**src/rscm_pkg.sv**
```systemverilog
// constants, types and config carrier for the rail sync/current manager
package rscm_pkg;
  // clock and sampling timing
  localparam int CLK_MHZ = 100; // device clock rate
  localparam int SLOT_US = 200; // one rail measured per slot
  localparam int TAU_X10 = 35; // filter tau in tenths of a slot
  // filter weight in 1/256 units, 256/3.5
  localparam logic [9:0] FILT_K = 10'(2560 / TAU_X10);
  // calibration gain fraction bits (gain 16'h1000 = 1.0)
  localparam int CAL_FRAC = 12;
  // sync routing word layout and reset
  localparam int SYNC_OUT_LSB = 8;
  localparam logic [7:0] SYNC_SEL_MAX = 8'h03; // 0..3 pick a stage
  localparam logic [15:0] SYNC_WORD_RST = 16'hff00;
  // rail-to-rail spread ratio
  localparam logic [17:0] SPREAD_NUM = 18'h00003;
  localparam logic [17:0] SPREAD_DEN = 18'h0000d;
  // balance adjustment
  localparam logic [11:0] BAL_INIT = 12'h800;
  localparam logic [11:0] BAL_STEP = 12'h001;
  localparam logic [11:0] BAL_MAX = 12'hffe;
  // stage positions
  localparam logic [1:0] STG_1A = 2'h0;
  localparam logic [1:0] STG_3A = 2'h3;
  // sampler states
  typedef enum logic [1:0] {
    SM_IDLE = 2'b00,
    SM_SEL = 2'b01,
    SM_WAIT = 2'b10,
    SM_EVAL = 2'b11
  } rscm_state_t;
  // rail configuration carrier
  typedef struct packed {
    logic [2:0] n_r1;
    logic [1:0] n_r2;
    logic [15:0] per1;
    logic [15:0] per2;
    logic shed_en;
    logic [1:0] shed_n;
    logic light_coef_en;
    logic [15:0] ll_low;
    logic [15:0] ll_high;
    logic [15:0] oc_fault;
    logic [15:0] oc_warn;
    logic [15:0] uc_warn;
    logic [15:0] uc_fault;
  } rscm_cfg_t;
  // per-rail current flags
  typedef struct packed {
    logic oc_fault;
    logic oc_warn;
    logic uc_warn;
    logic uc_fault;
  } rscm_flags_t;
endpackage

```
**src/rscm_top.sv**
```systemverilog
// rail sync, phase shedding, current sampling and balancing logic
`timescale 1ns/100ps
// Overview of operation
// - followed rail ramp timers reset on sync rise
// - sync at any faster rate locks period
// - upper byte picks sync output stage, else off
// - lower byte masks rails that follow sync
// - external sync kills rail spread until restart
// - light load sheds configured stage count when the rail has more stages than that
// - light coefficient set used on light load
// - above restore level, re-enable all, normal coefs
// - samples scaled by stage gain and offset
// - beyond fault threshold declares current fault
// - averaged current compared with thresholds
// - one rail per 200 us slot
// - exponential smoothing, tau 3.5 slots
// - reads return averaged rail sum
// - one shared 12-bit ADC, round robin
// - A channel comparator, zero level disables
// - per-stage balance added to ramp threshold
// - lowest raised as much as highest lowered
// - balance values always stay positive
// - second rail offset 3/13 of fastest period
// - stages spaced by period over active count
// - bank two coefficients while below light level
module rscm_top
  import rscm_pkg::*;
#(
  parameter int SLOT_CYC = SLOT_US * CLK_MHZ
) (
  input wire logic clk,
  input wire logic rst,
  input wire logic ce,
  input wire logic sync_in,
  input wire logic warm_restart,
  input wire rscm_cfg_t cfg,
  input wire logic sync_wr,
  input wire logic [15:0] sync_wdata,
  input wire logic [3:0][15:0] cal_gain,
  input wire logic [3:0][15:0] cal_ofs,
  input wire logic [2:0][5:0] trip_level,
  input wire logic [2:0] fast_cmp_hit,
  input wire logic adc_done,
  input wire logic [11:0] adc_data,
  input wire logic rd_req,
  input wire logic rd_rail,
  output logic [15:0] sync_word_reg,
  output logic sync_out_reg,
  output logic [3:0][15:0] ramp_cnt_reg,
  output logic [3:0] ramp_start_reg,
  output logic phase_offset_en_reg,
  output logic [3:0] stage_en_reg,
  output logic [1:0] coef_light_reg,
  output logic [3:0][11:0] bal_adj_reg,
  output logic adc_start_reg,
  output logic [1:0] adc_chan_reg,
  output logic [2:0] cmp_en_reg,
  output logic [2:0] fast_trip_reg,
  output rscm_flags_t [1:0] flags_reg,
  output logic rd_valid_reg,
  output logic [17:0] rd_data_reg
);

  // sign-extend a 16-bit threshold to sum width
  function automatic logic signed [17:0] sx(input logic [15:0] t);
    sx = $signed({{2{t[15]}}, t});
  endfunction

  // divide by active stage count 1..4
  function automatic logic [15:0] div_n(input logic [17:0] x,
                                        input logic [2:0] n);
    case (n)
      3'd2: div_n = x[16:1];
      3'd3: div_n = 16'(x / 18'd3);
      3'd4: div_n = x[17:2];
      default: div_n = x[15:0];
    endcase
  endfunction

  // pin synchronisers, stage one only feeds stage two
  logic [3:0] pin_s1_reg; // raw capture
  logic [3:0] pin_s2_reg; // safe copy
  logic sync_d_reg; // for edge detect
  logic sync_edge; // one cycle per sync rise
  always_ff @(posedge clk or posedge rst) begin
    if (rst) begin
      pin_s1_reg <= 4'h0;
      pin_s2_reg <= 4'h0;
      sync_d_reg <= 1'b0;
    end else if (ce) begin
      pin_s1_reg <= {fast_cmp_hit, sync_in};
      pin_s2_reg <= pin_s1_reg;
      sync_d_reg <= pin_s2_reg[0];
    end
  end
  assign sync_edge = pin_s2_reg[0] & ~sync_d_reg;

  // stage map and live registers shared by groups
  logic [3:0] used; // stage configured
  logic [3:0] in_r2; // stage belongs to rail two
  logic [3:0][1:0] idx; // position inside its rail
  logic [1:0][2:0] n_stg; // stages per rail
  logic [1:0][2:0] n_act; // stages left after shedding
  logic [1:0] light_reg; // rail in light-load state
  logic synced_reg; // a rail was externally synced
  logic restart_reg; // reload phases this cycle
  always_comb begin
    used[0] = cfg.n_r1 != 3'd0;
    used[1] = cfg.n_r1 >= 3'd2;
    used[2] = cfg.n_r2 != 2'd0 || cfg.n_r1 >= 3'd3;
    used[3] = cfg.n_r2 == 2'd2 || cfg.n_r1 == 3'd4 ||
              (cfg.n_r1 == 3'd3 && cfg.n_r2 == 2'd1);
    in_r2 = {cfg.n_r2 == 2'd2, cfg.n_r2 != 2'd0, 2'b00};
    idx[0] = 2'd0;
    idx[1] = 2'd1;
    idx[2] = in_r2[2] ? 2'd0 : 2'd2;
    idx[3] = in_r2[3] ? 2'd1 : (cfg.n_r2 == 2'd1 ? 2'd2 : 2'd3);
    n_stg[0] = cfg.n_r1;
    n_stg[1] = {1'b0, cfg.n_r2};
    for (int r = 0; r < 2; r++) begin
      // shed stages drop out of the phase spread
      if (light_reg[r] && n_stg[r] > {1'b0, cfg.shed_n})
        n_act[r] = n_stg[r] - {1'b0, cfg.shed_n};
      else
        n_act[r] = n_stg[r];
    end
  end

  // phase load values for restart and for sync edges
  logic [15:0] fast_per; // period of fastest rail
  logic [15:0] spread; // rail-to-rail offset
  logic spread_on; // spread allowed now
  logic [3:0][15:0] ld_rst; // counter load on restart
  logic [3:0][15:0] ld_syn; // counter load on sync edge
  always_comb begin
    logic [15:0] p;
    logic [15:0] off;
    logic [16:0] tot;
    p = 16'h0000;
    off = 16'h0000;
    tot = 17'h00000;
    fast_per = (cfg.per2 < cfg.per1) ? cfg.per2 : cfg.per1;
    spread = 16'(({2'b00, fast_per} * SPREAD_NUM) / SPREAD_DEN);
    spread_on = cfg.n_r2 != 2'd0 && !synced_reg &&
                sync_word_reg[7:0] == 8'h00;
    for (int i = 0; i < 4; i++) begin
      p = in_r2[i] ? cfg.per2 : cfg.per1;
      off = div_n(18'({2'b00, p} * 18'(idx[i])),
                  n_act[in_r2[i]]);
      ld_syn[i] = (off == 16'h0000) ? 16'h0000 : 16'(p - off);
      tot = {1'b0, off} + ((in_r2[i] && spread_on) ?
            {1'b0, spread} : 17'h00000);
      if (tot >= {1'b0, p})
        tot = tot - {1'b0, p};
      ld_rst[i] = (tot == 17'h00000) ? 16'h0000 : 16'(p - tot[15:0]);
    end
  end

  // ramp timers, sync routing and sync output
  logic [3:0][15:0] cnt_next;
  logic [3:0] start_next;
  logic sync_out_next;
  logic [15:0] sync_word_next;
  logic synced_next;
  always_comb begin
    logic [15:0] p;
    p = 16'h0000;
    sync_word_next = sync_wr ? sync_wdata : sync_word_reg;
    for (int i = 0; i < 4; i++) begin
      p = in_r2[i] ? cfg.per2 : cfg.per1;
      if (restart_reg)
        cnt_next[i] = ld_rst[i]; // power-up and warm restart spread
      else if (sync_edge && sync_word_reg[in_r2[i]])
        cnt_next[i] = ld_syn[i];
      else if (ramp_cnt_reg[i] >= 16'(p - 16'h0001))
        cnt_next[i] = 16'h0000; // period wrap
      else
        cnt_next[i] = ramp_cnt_reg[i] + 16'h0001;
      start_next[i] = used[i] && cnt_next[i] == 16'h0000;
    end
    // stage 0..3 selectable, any other value disables
    sync_out_next = sync_word_reg[15:SYNC_OUT_LSB] <= SYNC_SEL_MAX &&
                    start_next[sync_word_reg[SYNC_OUT_LSB+1:SYNC_OUT_LSB]];
    // a sync edge in the restart cycle still marks the rail synced
    if (sync_edge && sync_word_reg[1:0] != 2'b00)
      synced_next = 1'b1;
    else if (restart_reg)
      synced_next = 1'b0; // spread restored
    else
      synced_next = synced_reg;
  end
  always_ff @(posedge clk or posedge rst) begin
    if (rst) begin
      ramp_cnt_reg <= '0;
      ramp_start_reg <= 4'h0;
      sync_out_reg <= 1'b0;
      sync_word_reg <= SYNC_WORD_RST;
      synced_reg <= 1'b0;
      phase_offset_en_reg <= 1'b1;
      restart_reg <= 1'b1;
    end else if (ce) begin
      ramp_cnt_reg <= cnt_next;
      ramp_start_reg <= start_next;
      sync_out_reg <= sync_out_next;
      sync_word_reg <= sync_word_next;
      synced_reg <= synced_next;
      phase_offset_en_reg <= !synced_next;
      restart_reg <= warm_restart;
    end
  end

  // current sampler, filter, faults, shedding, balance
  logic [1:0][17:0] sum; // averaged rail sums
  logic [17:0] rd_sum; // sum for selected read rail
  logic [3:0][15:0] avg_reg;
  logic [3:0][15:0] avg_next;
  rscm_state_t state_reg;
  rscm_state_t state_next;
  logic [15:0] tmr_reg; // slot timer
  logic [15:0] tmr_next;
  logic [1:0] st_reg; // stage being sampled
  logic [1:0] st_next;
  logic rail_reg; // rail of this slot
  logic rail_next;
  logic [1:0] light_next;
  logic adc_start_next;
  logic [1:0] adc_chan_next;
  logic [3:0] stage_en_next;
  logic [1:0] coef_light_next;
  logic [3:0][11:0] bal_next;
  rscm_flags_t [1:0] flags_next;
  logic [2:0] cmp_en_next;
  logic [2:0] fast_trip_next;
  always_comb begin
    logic [27:0] prod;
    logic [15:0] smp;
    logic signed [16:0] diff;
    logic signed [26:0] stp;
    logic signed [17:0] s;
    logic [1:0] hi;
    logic [1:0] lo;
    logic act;
    prod = 28'h0000000;
    smp = 16'h0000;
    diff = 17'sd0;
    stp = 27'sd0;
    s = 18'sd0;
    hi = 2'd0;
    lo = 2'd0;
    act = 1'b0;
    for (int r = 0; r < 2; r++) begin
      sum[r] = 18'h00000;
      for (int i = 0; i < 4; i++)
        if (used[i] && in_r2[i] == r[0])
          sum[r] = sum[r] + {{2{avg_reg[i][15]}}, avg_reg[i]};
    end
    rd_sum = sum[rd_rail];
    avg_next = avg_reg;
    state_next = state_reg;
    st_next = st_reg;
    rail_next = rail_reg;
    light_next = light_reg;
    bal_next = bal_adj_reg;
    flags_next = flags_reg;
    adc_start_next = 1'b0;
    adc_chan_next = adc_chan_reg;
    tmr_next = (tmr_reg == 16'h0000) ? 16'(SLOT_CYC - 1) :
               tmr_reg - 16'h0001;
    unique case (state_reg)
      SM_IDLE: begin
        if (tmr_reg == 16'h0000) begin
          // alternate rails when rail two has stages, else rail one every slot
          rail_next = (cfg.n_r2 != 2'd0) ? ~rail_reg : 1'b0;
          st_next = STG_1A;
          state_next = SM_SEL;
        end
      end
      SM_SEL: begin
        if (used[st_reg] && in_r2[st_reg] == rail_reg) begin
          adc_start_next = 1'b1;
          adc_chan_next = st_reg;
          state_next = SM_WAIT;
        end else if (st_reg == STG_3A) begin
          state_next = SM_EVAL;
        end else begin
          st_next = st_reg + 2'd1; // round robin skip
        end
      end
      SM_WAIT: begin
        if (adc_done) begin
          prod = 28'(adc_data * cal_gain[st_reg]);
          smp = {1'b0, prod[CAL_FRAC+14:CAL_FRAC]} +
                cal_ofs[st_reg];
          diff = $signed({smp[15], smp}) -
                 $signed({avg_reg[st_reg][15], avg_reg[st_reg]});
          stp = diff * $signed({1'b0, FILT_K});
          avg_next[st_reg] = avg_reg[st_reg] + stp[23:8];
          st_next = st_reg + 2'd1;
          state_next = (st_reg == STG_3A) ? SM_EVAL : SM_SEL;
        end
      end
      SM_EVAL: begin
        s = $signed(sum[rail_reg]);
        flags_next[rail_reg].oc_fault = s > sx(cfg.oc_fault);
        flags_next[rail_reg].oc_warn = s > sx(cfg.oc_warn);
        flags_next[rail_reg].uc_warn = s < sx(cfg.uc_warn);
        flags_next[rail_reg].uc_fault = s < sx(cfg.uc_fault);
        if (!light_reg[rail_reg] && s < sx(cfg.ll_low))
          light_next[rail_reg] = 1'b1;
        else if (light_reg[rail_reg] && s > sx(cfg.ll_high))
          light_next[rail_reg] = 1'b0;
        // find highest and lowest active stage of this rail
        for (int i = 0; i < 4; i++) begin
          if (used[i] && in_r2[i] == rail_reg &&
              {1'b0, idx[i]} < n_act[rail_reg]) begin
            if (!act ||
                $signed(avg_reg[i]) > $signed(avg_reg[hi]))
              hi = 2'(i);
            if (!act ||
                $signed(avg_reg[i]) < $signed(avg_reg[lo]))
              lo = 2'(i);
            act = 1'b1;
          end
        end
        // equal and opposite step, both kept above zero
        if (n_act[rail_reg] > 3'd1 && hi != lo &&
            bal_adj_reg[hi] > BAL_STEP &&
            bal_adj_reg[lo] < BAL_MAX) begin
          bal_next[hi] = bal_adj_reg[hi] - BAL_STEP;
          bal_next[lo] = bal_adj_reg[lo] + BAL_STEP;
        end
        state_next = SM_IDLE;
      end
    endcase
    if (!cfg.shed_en)
      light_next = 2'b00; // shedding off
    for (int i = 0; i < 4; i++)
      stage_en_next[i] = used[i] &&
                         {1'b0, idx[i]} < n_act[in_r2[i]];
    // bank two while light, normal set restored on exit
    coef_light_next = light_next & {2{cfg.light_coef_en}};
    for (int k = 0; k < 3; k++) begin
      cmp_en_next[k] = trip_level[k] != 6'h00;
      fast_trip_next[k] = cmp_en_next[k] && pin_s2_reg[k+1];
    end
  end
  always_ff @(posedge clk or posedge rst) begin
    if (rst) begin
      avg_reg <= '0;
      state_reg <= SM_IDLE;
      tmr_reg <= 16'h0000;
      st_reg <= 2'd0;
      rail_reg <= 1'b1;
      light_reg <= 2'b00;
      bal_adj_reg <= {4{BAL_INIT}};
      flags_reg <= '0;
      adc_start_reg <= 1'b0;
      adc_chan_reg <= 2'd0;
      stage_en_reg <= 4'h0;
      coef_light_reg <= 2'b00;
      cmp_en_reg <= 3'h0;
      fast_trip_reg <= 3'h0;
      rd_valid_reg <= 1'b0;
      rd_data_reg <= 18'h00000;
    end else if (ce) begin
      avg_reg <= avg_next;
      state_reg <= state_next;
      tmr_reg <= tmr_next;
      st_reg <= st_next;
      rail_reg <= rail_next;
      light_reg <= light_next;
      bal_adj_reg <= bal_next;
      flags_reg <= flags_next;
      adc_start_reg <= adc_start_next;
      adc_chan_reg <= adc_chan_next;
      stage_en_reg <= stage_en_next;
      coef_light_reg <= coef_light_next;
      cmp_en_reg <= cmp_en_next;
      fast_trip_reg <= fast_trip_next;
      rd_valid_reg <= rd_req;
      rd_data_reg <= rd_req ? rd_sum : rd_data_reg;
    end
  end
endmodule

```
**config.mk**
```make
export PLATFORM = sky130hd
export DESIGN_NAME = rscm_top
export DESIGN_NICKNAME = d
export VERILOG_FILES = /design/src/rscm_pkg.sv /design/src/rscm_top.sv
export SDC_FILE = /design/constraint.sdc
export NUM_CORES = 2
export LEC_CHECK = 0
export BUFFER_PORTS_ARGS = -buffer_cell sky130_fd_sc_hd__buf_2
export CAP_MARGIN = 20
export CORE_MARGIN = 2
export CORE_UTILIZATION = 53
export DETAILED_ROUTE_END_ITERATION = 12
export PLACE_DENSITY_LB_ADDON = 0.05
export SKIP_CTS_REPAIR_TIMING = 1
export SLEW_MARGIN = 5
export SYNTH_ARGS = -nofsm -noshare
export SYNTH_HDL_FRONTEND = slang
export SYNTH_SLANG_ARGS = --single-unit
```
**constraint.sdc**
```tcl
create_clock -name clk -period 23.3 [get_ports clk]
set_clock_uncertainty 0.2 [all_clocks]
set_input_delay 3.495 -clock clk [delete_from_list [all_inputs] [get_ports clk]]
set_output_delay 3.495 -clock clk [all_outputs]
set_load 0.01 [all_outputs]
```
==> Yosys cells after proc, flatten, opt, wreduce, memory -nomap -nowiden <==
Cells that the tools add are included.
{ "word_totals": {"register_bits": 274, "out_inout_bits": 176} }
{ "op_classes": {"add_sub_neg": 33, "multipliers": 5, "div": 4, "n_lt_le_gt_ge": 56, "n_eq_ne": 26, "muxes": 153, "bitwise": 9, "n_reduce_logical": 90} }
{ "op_table": {"columns": ["cell", "n"], "rows": [
  ["2-to-1 mux 16 bit", 34],
  ["binary-select mux 16 bit (select 2 bit)", 8],
  ["2-to-1 mux 18 bit", 10],
  ["one-hot mux 16 bit (3 select lines)", 3],
  ["zero test 16 bit", 8],
  ["subtractor 16 bit", 7],
  ["bitwise mux 48 bit", 2],
  [">= comparator 16 bit", 5],
  ["adder 18 bit", 4],
  ["2-to-1 mux 2 bit", 35],
  ["zero test 17 bit", 4],
  ["2-to-1 mux 17 bit", 4],
  ["adder 16 x 1 -> 16 bit (second input constant)", 4],
  ["bitwise mux 64 bit", 1],
  ["less-than comparator 16 bit", 4],
  ["subtractor 16 x 1 -> 16 bit (second input constant)", 4],
  ["greater-than comparator 18 x 16 -> 1 bit", 3],
  ["less-than comparator 18 x 16 -> 1 bit", 3],
  ["binary-select mux 12 bit (select 2 bit)", 2],
  ["demux 12 bit (select 2 bit)", 2],
  ["greater-than comparator 16 bit", 3],
  ["2-to-1 mux 12 bit", 4],
  ["logical AND 1 bit", 45],
  ["divider 18 x 2 -> 18 bit (second input constant)", 2],
  ["other kinds (67)", 175]
]} }

==> Logic depth before layout (Yosys ltp) <==
{ "logic_depth": {"ltp_word": 34, "ltp_mapped": 112} }

==> Worst setup path after synthesis <==
Ideal clock, no wire load.
{ "synth_timing": {"path_type": "in2reg", "from": "input port cfg[120] in the netlist's numbering", "to": "register sync_out_reg", "t_arrival_ns": 23.683, "setup_slack_ns": -0.683, "path_stages": 94, "n_path_buf": 9, "path_cell_list": "clkbuf_1 -> inv_1 -> buf_1 -> ha_1 -> a21oi_1 -> o21ai_0 -> a41o_1 -> a22o_1 -> o21ai_0 -> and2_1 -> clkbuf_1 -> o21ai_0 -> ha_1 -> fa_1 -> a211o_1 -> a2111o_1 -> a21oi_2 -> o311ai_1 -> (+58 left out) -> clkbuf_1 -> mux2i_1 -> fa_1 -> inv_1 -> a21oi_1 -> maj3_1 -> maj3_1 -> o211a_1 -> maj3_1 -> maj3_1 -> or2_2 -> a21oi_1 -> a31oi_1 -> xnor2_1 -> a221o_1 -> and3b_1 -> a211oi_1 -> o32ai_1"} }
{ "synth_via": {"elab_chain_cells": 16, "elab_cells_between_ends": 81, "cone_classes": "add/sub (16); mul (3); div (4); order compare (9); mux (33); reduce/logical (16)"} }
{ "synth_rtl": {"columns": ["element", "line_no", "source"], "rows": [
  ["start, declared", "rscm_top.sv:36", "input wire rscm_cfg_t cfg,"],
  ["less-than comparator 16 bit", "rscm_top.sv:142", "fast_per = (cfg.per2 < cfg.per1) ? cfg.per2 : cfg.per1;"],
  ["2-to-1 mux 16 bit", "rscm_top.sv:142", null],
  ["multiplier 16 x 2 -> 18 bit", "rscm_top.sv:143", "spread = 16'(({2'b00, fast_per} * SPREAD_NUM) / SPREAD_DEN);"],
  ["divider 18 x 4 -> 18 bit", "rscm_top.sv:143", null],
  ["2-to-1 mux 16 bit", "rscm_top.sv:151", "tot = {1'b0, off} + ((in_r2[i] && spread_on) ?"],
  ["adder 16 x 16 -> 17 bit", "rscm_top.sv:151", null],
  ["subtractor 17 x 16 -> 17 bit or >= comparator 17 x 16 -> 1 bit (tied branches)", "rscm_top.sv:154, rscm_top.sv:153", null],
  ["2-to-1 mux 17 bit", "rscm_top.sv:153", "if (tot >= {1'b0, p})"],
  ["subtractor 16 bit or zero test 17 bit (tied branches)", "rscm_top.sv:155", "ld_rst[i] = (tot == 17'h00000) ? 16'h0000 : 16'(p - tot[15:0]);"],
  ["2-to-1 mux 16 bit", "rscm_top.sv:155", null],
  ["2-to-1 mux 16 bit", "rscm_top.sv:171", "if (restart_reg)"],
  ["zero test 16 bit", "rscm_top.sv:179", "start_next[i] = used[i] && cnt_next[i] == 16'h0000;"],
  ["logical AND 1 bit", "rscm_top.sv:179", null],
  ["binary-select mux 1 bit (select 2 bit) *", "rscm_top.sv:183", "start_next[sync_word_reg[SYNC_OUT_LSB+1:SYNC_OUT_LSB]];"],
  ["2-to-1 mux 1 bit (not written as such) *", "rscm_top.sv:183", null],
  ["logical AND 1 bit *", "rscm_top.sv:182", "sync_out_next = sync_word_reg[15:SYNC_OUT_LSB] <= SYNC_SEL_MAX &&"],
  ["end signal, assigned", "rscm_top.sv:204", "sync_out_reg <= sync_out_next;"],
  ["end, declared", "rscm_top.sv:48", "output logic sync_out_reg,"]
]} }
Mark *: on every way between the ends. The rest lies on a longest branch, timed or not. The select of a mux whose other input is x is not followed.
A chain may end at the register's enable or synchronous reset.

==> Worst setup path after layout <==
{ "layout_timing": {"from": "input port cfg[122] in the netlist's numbering", "to": "register sync_out_reg"} }
Same word-level chain as after synthesis.

==> out/summary.txt <==
status: completed
Max Clk Rate: 0.0440 GHz
CP endpoint kind: register
number of global-route vias before repair: 52,834
Async SR Flop Fraction: 100%
CTS Buffer Depth: 3
global placer's final weighted congestion: 0.993
DP HPWL: 152 mm
post-synthesis xor/xnor area fraction: 7.23%
# DRC: 0
Post-Synthesis Cells: 7,082
Critical Path End: sync_out_reg
CP Class: in -> reg
Avg Inst Size Synth: 7.59 um^2
max-slew violation count: 0
delay of the slowest critical-path stage: 0.56 ns
initial antenna violation count: 11
final hold viol count: 0
IO Port Bufs: 498
Synth Area in Simple Gates: 19.4%
most common cell after layout, fill and taps aside: ha_1
multiplexer share of the synthesized area: 6.57%
register area share after synthesis: 12.8%
TritonRoute pass-1 iters: 7
Worst-Skew Late Latency: 0.59 ns
largest family of logic cells by synthesized area: compound AO/OA/AOI/OAI gates
CTS tree: yes
# nets final: 9,087
Die Span Y: 323 um
worst slew pin tran: 1.34 ns
min-delay worst type: reg -> reg
Levels on crit path: 93
Max Cap Viol: 0
drt wl/cell: 20.6 um
Max-slew headroom: 9.70%
Synth Area in Adders: 23.2%
Core Area: 100,000 um^2
largest fanout on the critical path: 6
cell area after synthesis: 53,800 um^2
Yosys cell types: 114
DP Cell Count: 9,158
Initial Util: 53.6%
WP data required: 23.57 ns
routed vias/inst: 6.08
R2R cell count: 61
first-pass GRT wire length: 296 mm
Critical Path Source: cfg[122]
number of core rows: 116
final setup fails: 0
synth warn: 0
r2r setup slk: 9.19 ns
min Tclk post-route: 22.70 ns
Final period util: 97.4%
Die W: 323 um
count of flip-flops with a built-in enable after synthesis: 0
final std cells w/o fill: 9,265
largest net degree at the start of global routing: 93
layout cell share with drive strength beyond 1: 19.3%
commonest non-fill, non-tap cells in the layout: 708 x ha_1, 663 x nand2_1, 637 x inv_1, 569 x buf_4, 566 x nor2_1
CP bufs+invs: 12
CP most frequent cell: buf_4
Via Count: 56,325
Yosys reg bits: 274
GR Overflow Total: 0
io pins: 499
die area: 104,000 um^2
final core utilization: 63.2%
WL final: 191 mm
clk root buf: clkbuf_16
Worst-path clk slew: 0.06 ns
CP Data Arrival Time: 22.98 ns
syn_nets: 8,292
drt initial violations: 5,418
Area growth syn-to-layout: 17.9%
TNS Setup: 0 ns
htree depth: 2
Synth Area in Compound Gates: 23.9%
reg-to-reg critical path startpoint: st_reg[0]
CP top delay family: compound AO/OA/AOI/OAI gates
Antenna Nets Post-Route: 0
Tot GR Track Use: 35.7%
CTS sink cnt: 274
CTS buffer count: 36
Most used DFF post-synth: dfrtp_1
FF-to-FF End: avg_reg[47]
slowest CP cell: or4_4
startpoint types: input port
==> how the worst min path moves through the flow <==
stage / cells after the start / endpoint / from
floorplan: 1 / tmr_reg[3] / tmr_reg[3]
global placement: 1 / adc_start_reg / adc_start_reg
detailed placement: 2 / flags_reg[1] / flags_reg[1]
CTS: 2 / flags_reg[1] / flags_reg[1]
global route: 1 / adc_start_reg / adc_start_reg
finish: 1 / adc_start_reg / adc_start_reg
==> worst register-to-register path, delay by kind of cell (launching register included) <==
family	cells	cell delay [ns]
DFF	1	0.72
adders and majority gates	12	4.18
xor gates and xnor gates	4	0.80
muxes	1	0.75
buffers and inverters	8	0.66
and+or+nand+nor	6	0.61
AOI/OAI and AO/OA	30	6.03
==> metal layers <==
| layer | up-vias | GRT usage (%) | share of wire [%] |
|---|---|---|---|
| li1 | 26851 | - | - |
| met1 | 26751 | 50.9 | 45 |
| met2 | 2304 | 54.5 | 43 |
| met3 | 407 | 5.87 | 8.5 |
| met4 | 12 | 11.7 | 3.6 |
| met5 | - | 0 | 0.040 |
==> area by class of cell <==
cell class                      count  area, um^2
Multi-Input combinational cell   5838       44200
Fill cell                        9139       36900
Timing Repair Buffer             1077        6950
Sequential cell                   274        6880
Inverter                          650        2450
Tap cell                         1357        1700
Clock buffer                       51        1050
Clock inverter                     14         200
Antenna cell                        4        10.0
==> Yosys cell counts (94+ instances only) <==
library cell | count | area, um^2
a21o_1 | 134 | 1010
ha_1 | 715 | 8950
o21ai_0 | 548 | 2740
mux2i_1 | 149 | 1490
fa_1 | 172 | 3440
a21oi_1 | 525 | 2630
dfrtp_1 | 259 | 6480
inv_1 | 642 | 2410
xnor2_1 | 319 | 2790
nor3_1 | 146 | 731
nor2b_1 | 94 | 588
nor2_1 | 577 | 2170
xor2_1 | 123 | 1080
nand4_1 | 95 | 594
nand3_1 | 163 | 816
nand2_1 | 668 | 2510
and2_1 | 138 | 863
clkbuf_1 | 269 | 1010
==> through the flow <==
stage / worst slack, ns / cell area [um^2] / hold slack (ns)
2_1_floorplan: 0.000620 / 53800 / 0.258
3_3_place_gp: -0.777 / 60900 / 0.258
3_5_place_dp: -0.996 / 60900 / 0.266
4_1_cts: -0.509 / 62100 / 0.278
5_1_grt: -0.264 / 63400 / 0.301
6_report: 0.595 / 63400 / 0.274
==> logic make-up (layout without fill, tap and decap cells) <==
| kind of cell | count (synthesis) | after routing |
|---|---|---|
| DFF | 274 | 274 |
| xor gates and xnor gates | 443 | 443 |
| and+or+nand+nor | 2200 | 2200 |
| buffers and inverters | 970 | 1792 |
| muxes | 281 | 281 |
| adders and majority gates | 898 | 898 |
| AOI/OAI and AO/OA | 2016 | 2016 |
| other | 0 | 4 |
Power is not shown: default switching activity piles up to over one toggle a cycle in this logic, so the estimate is an artifact.
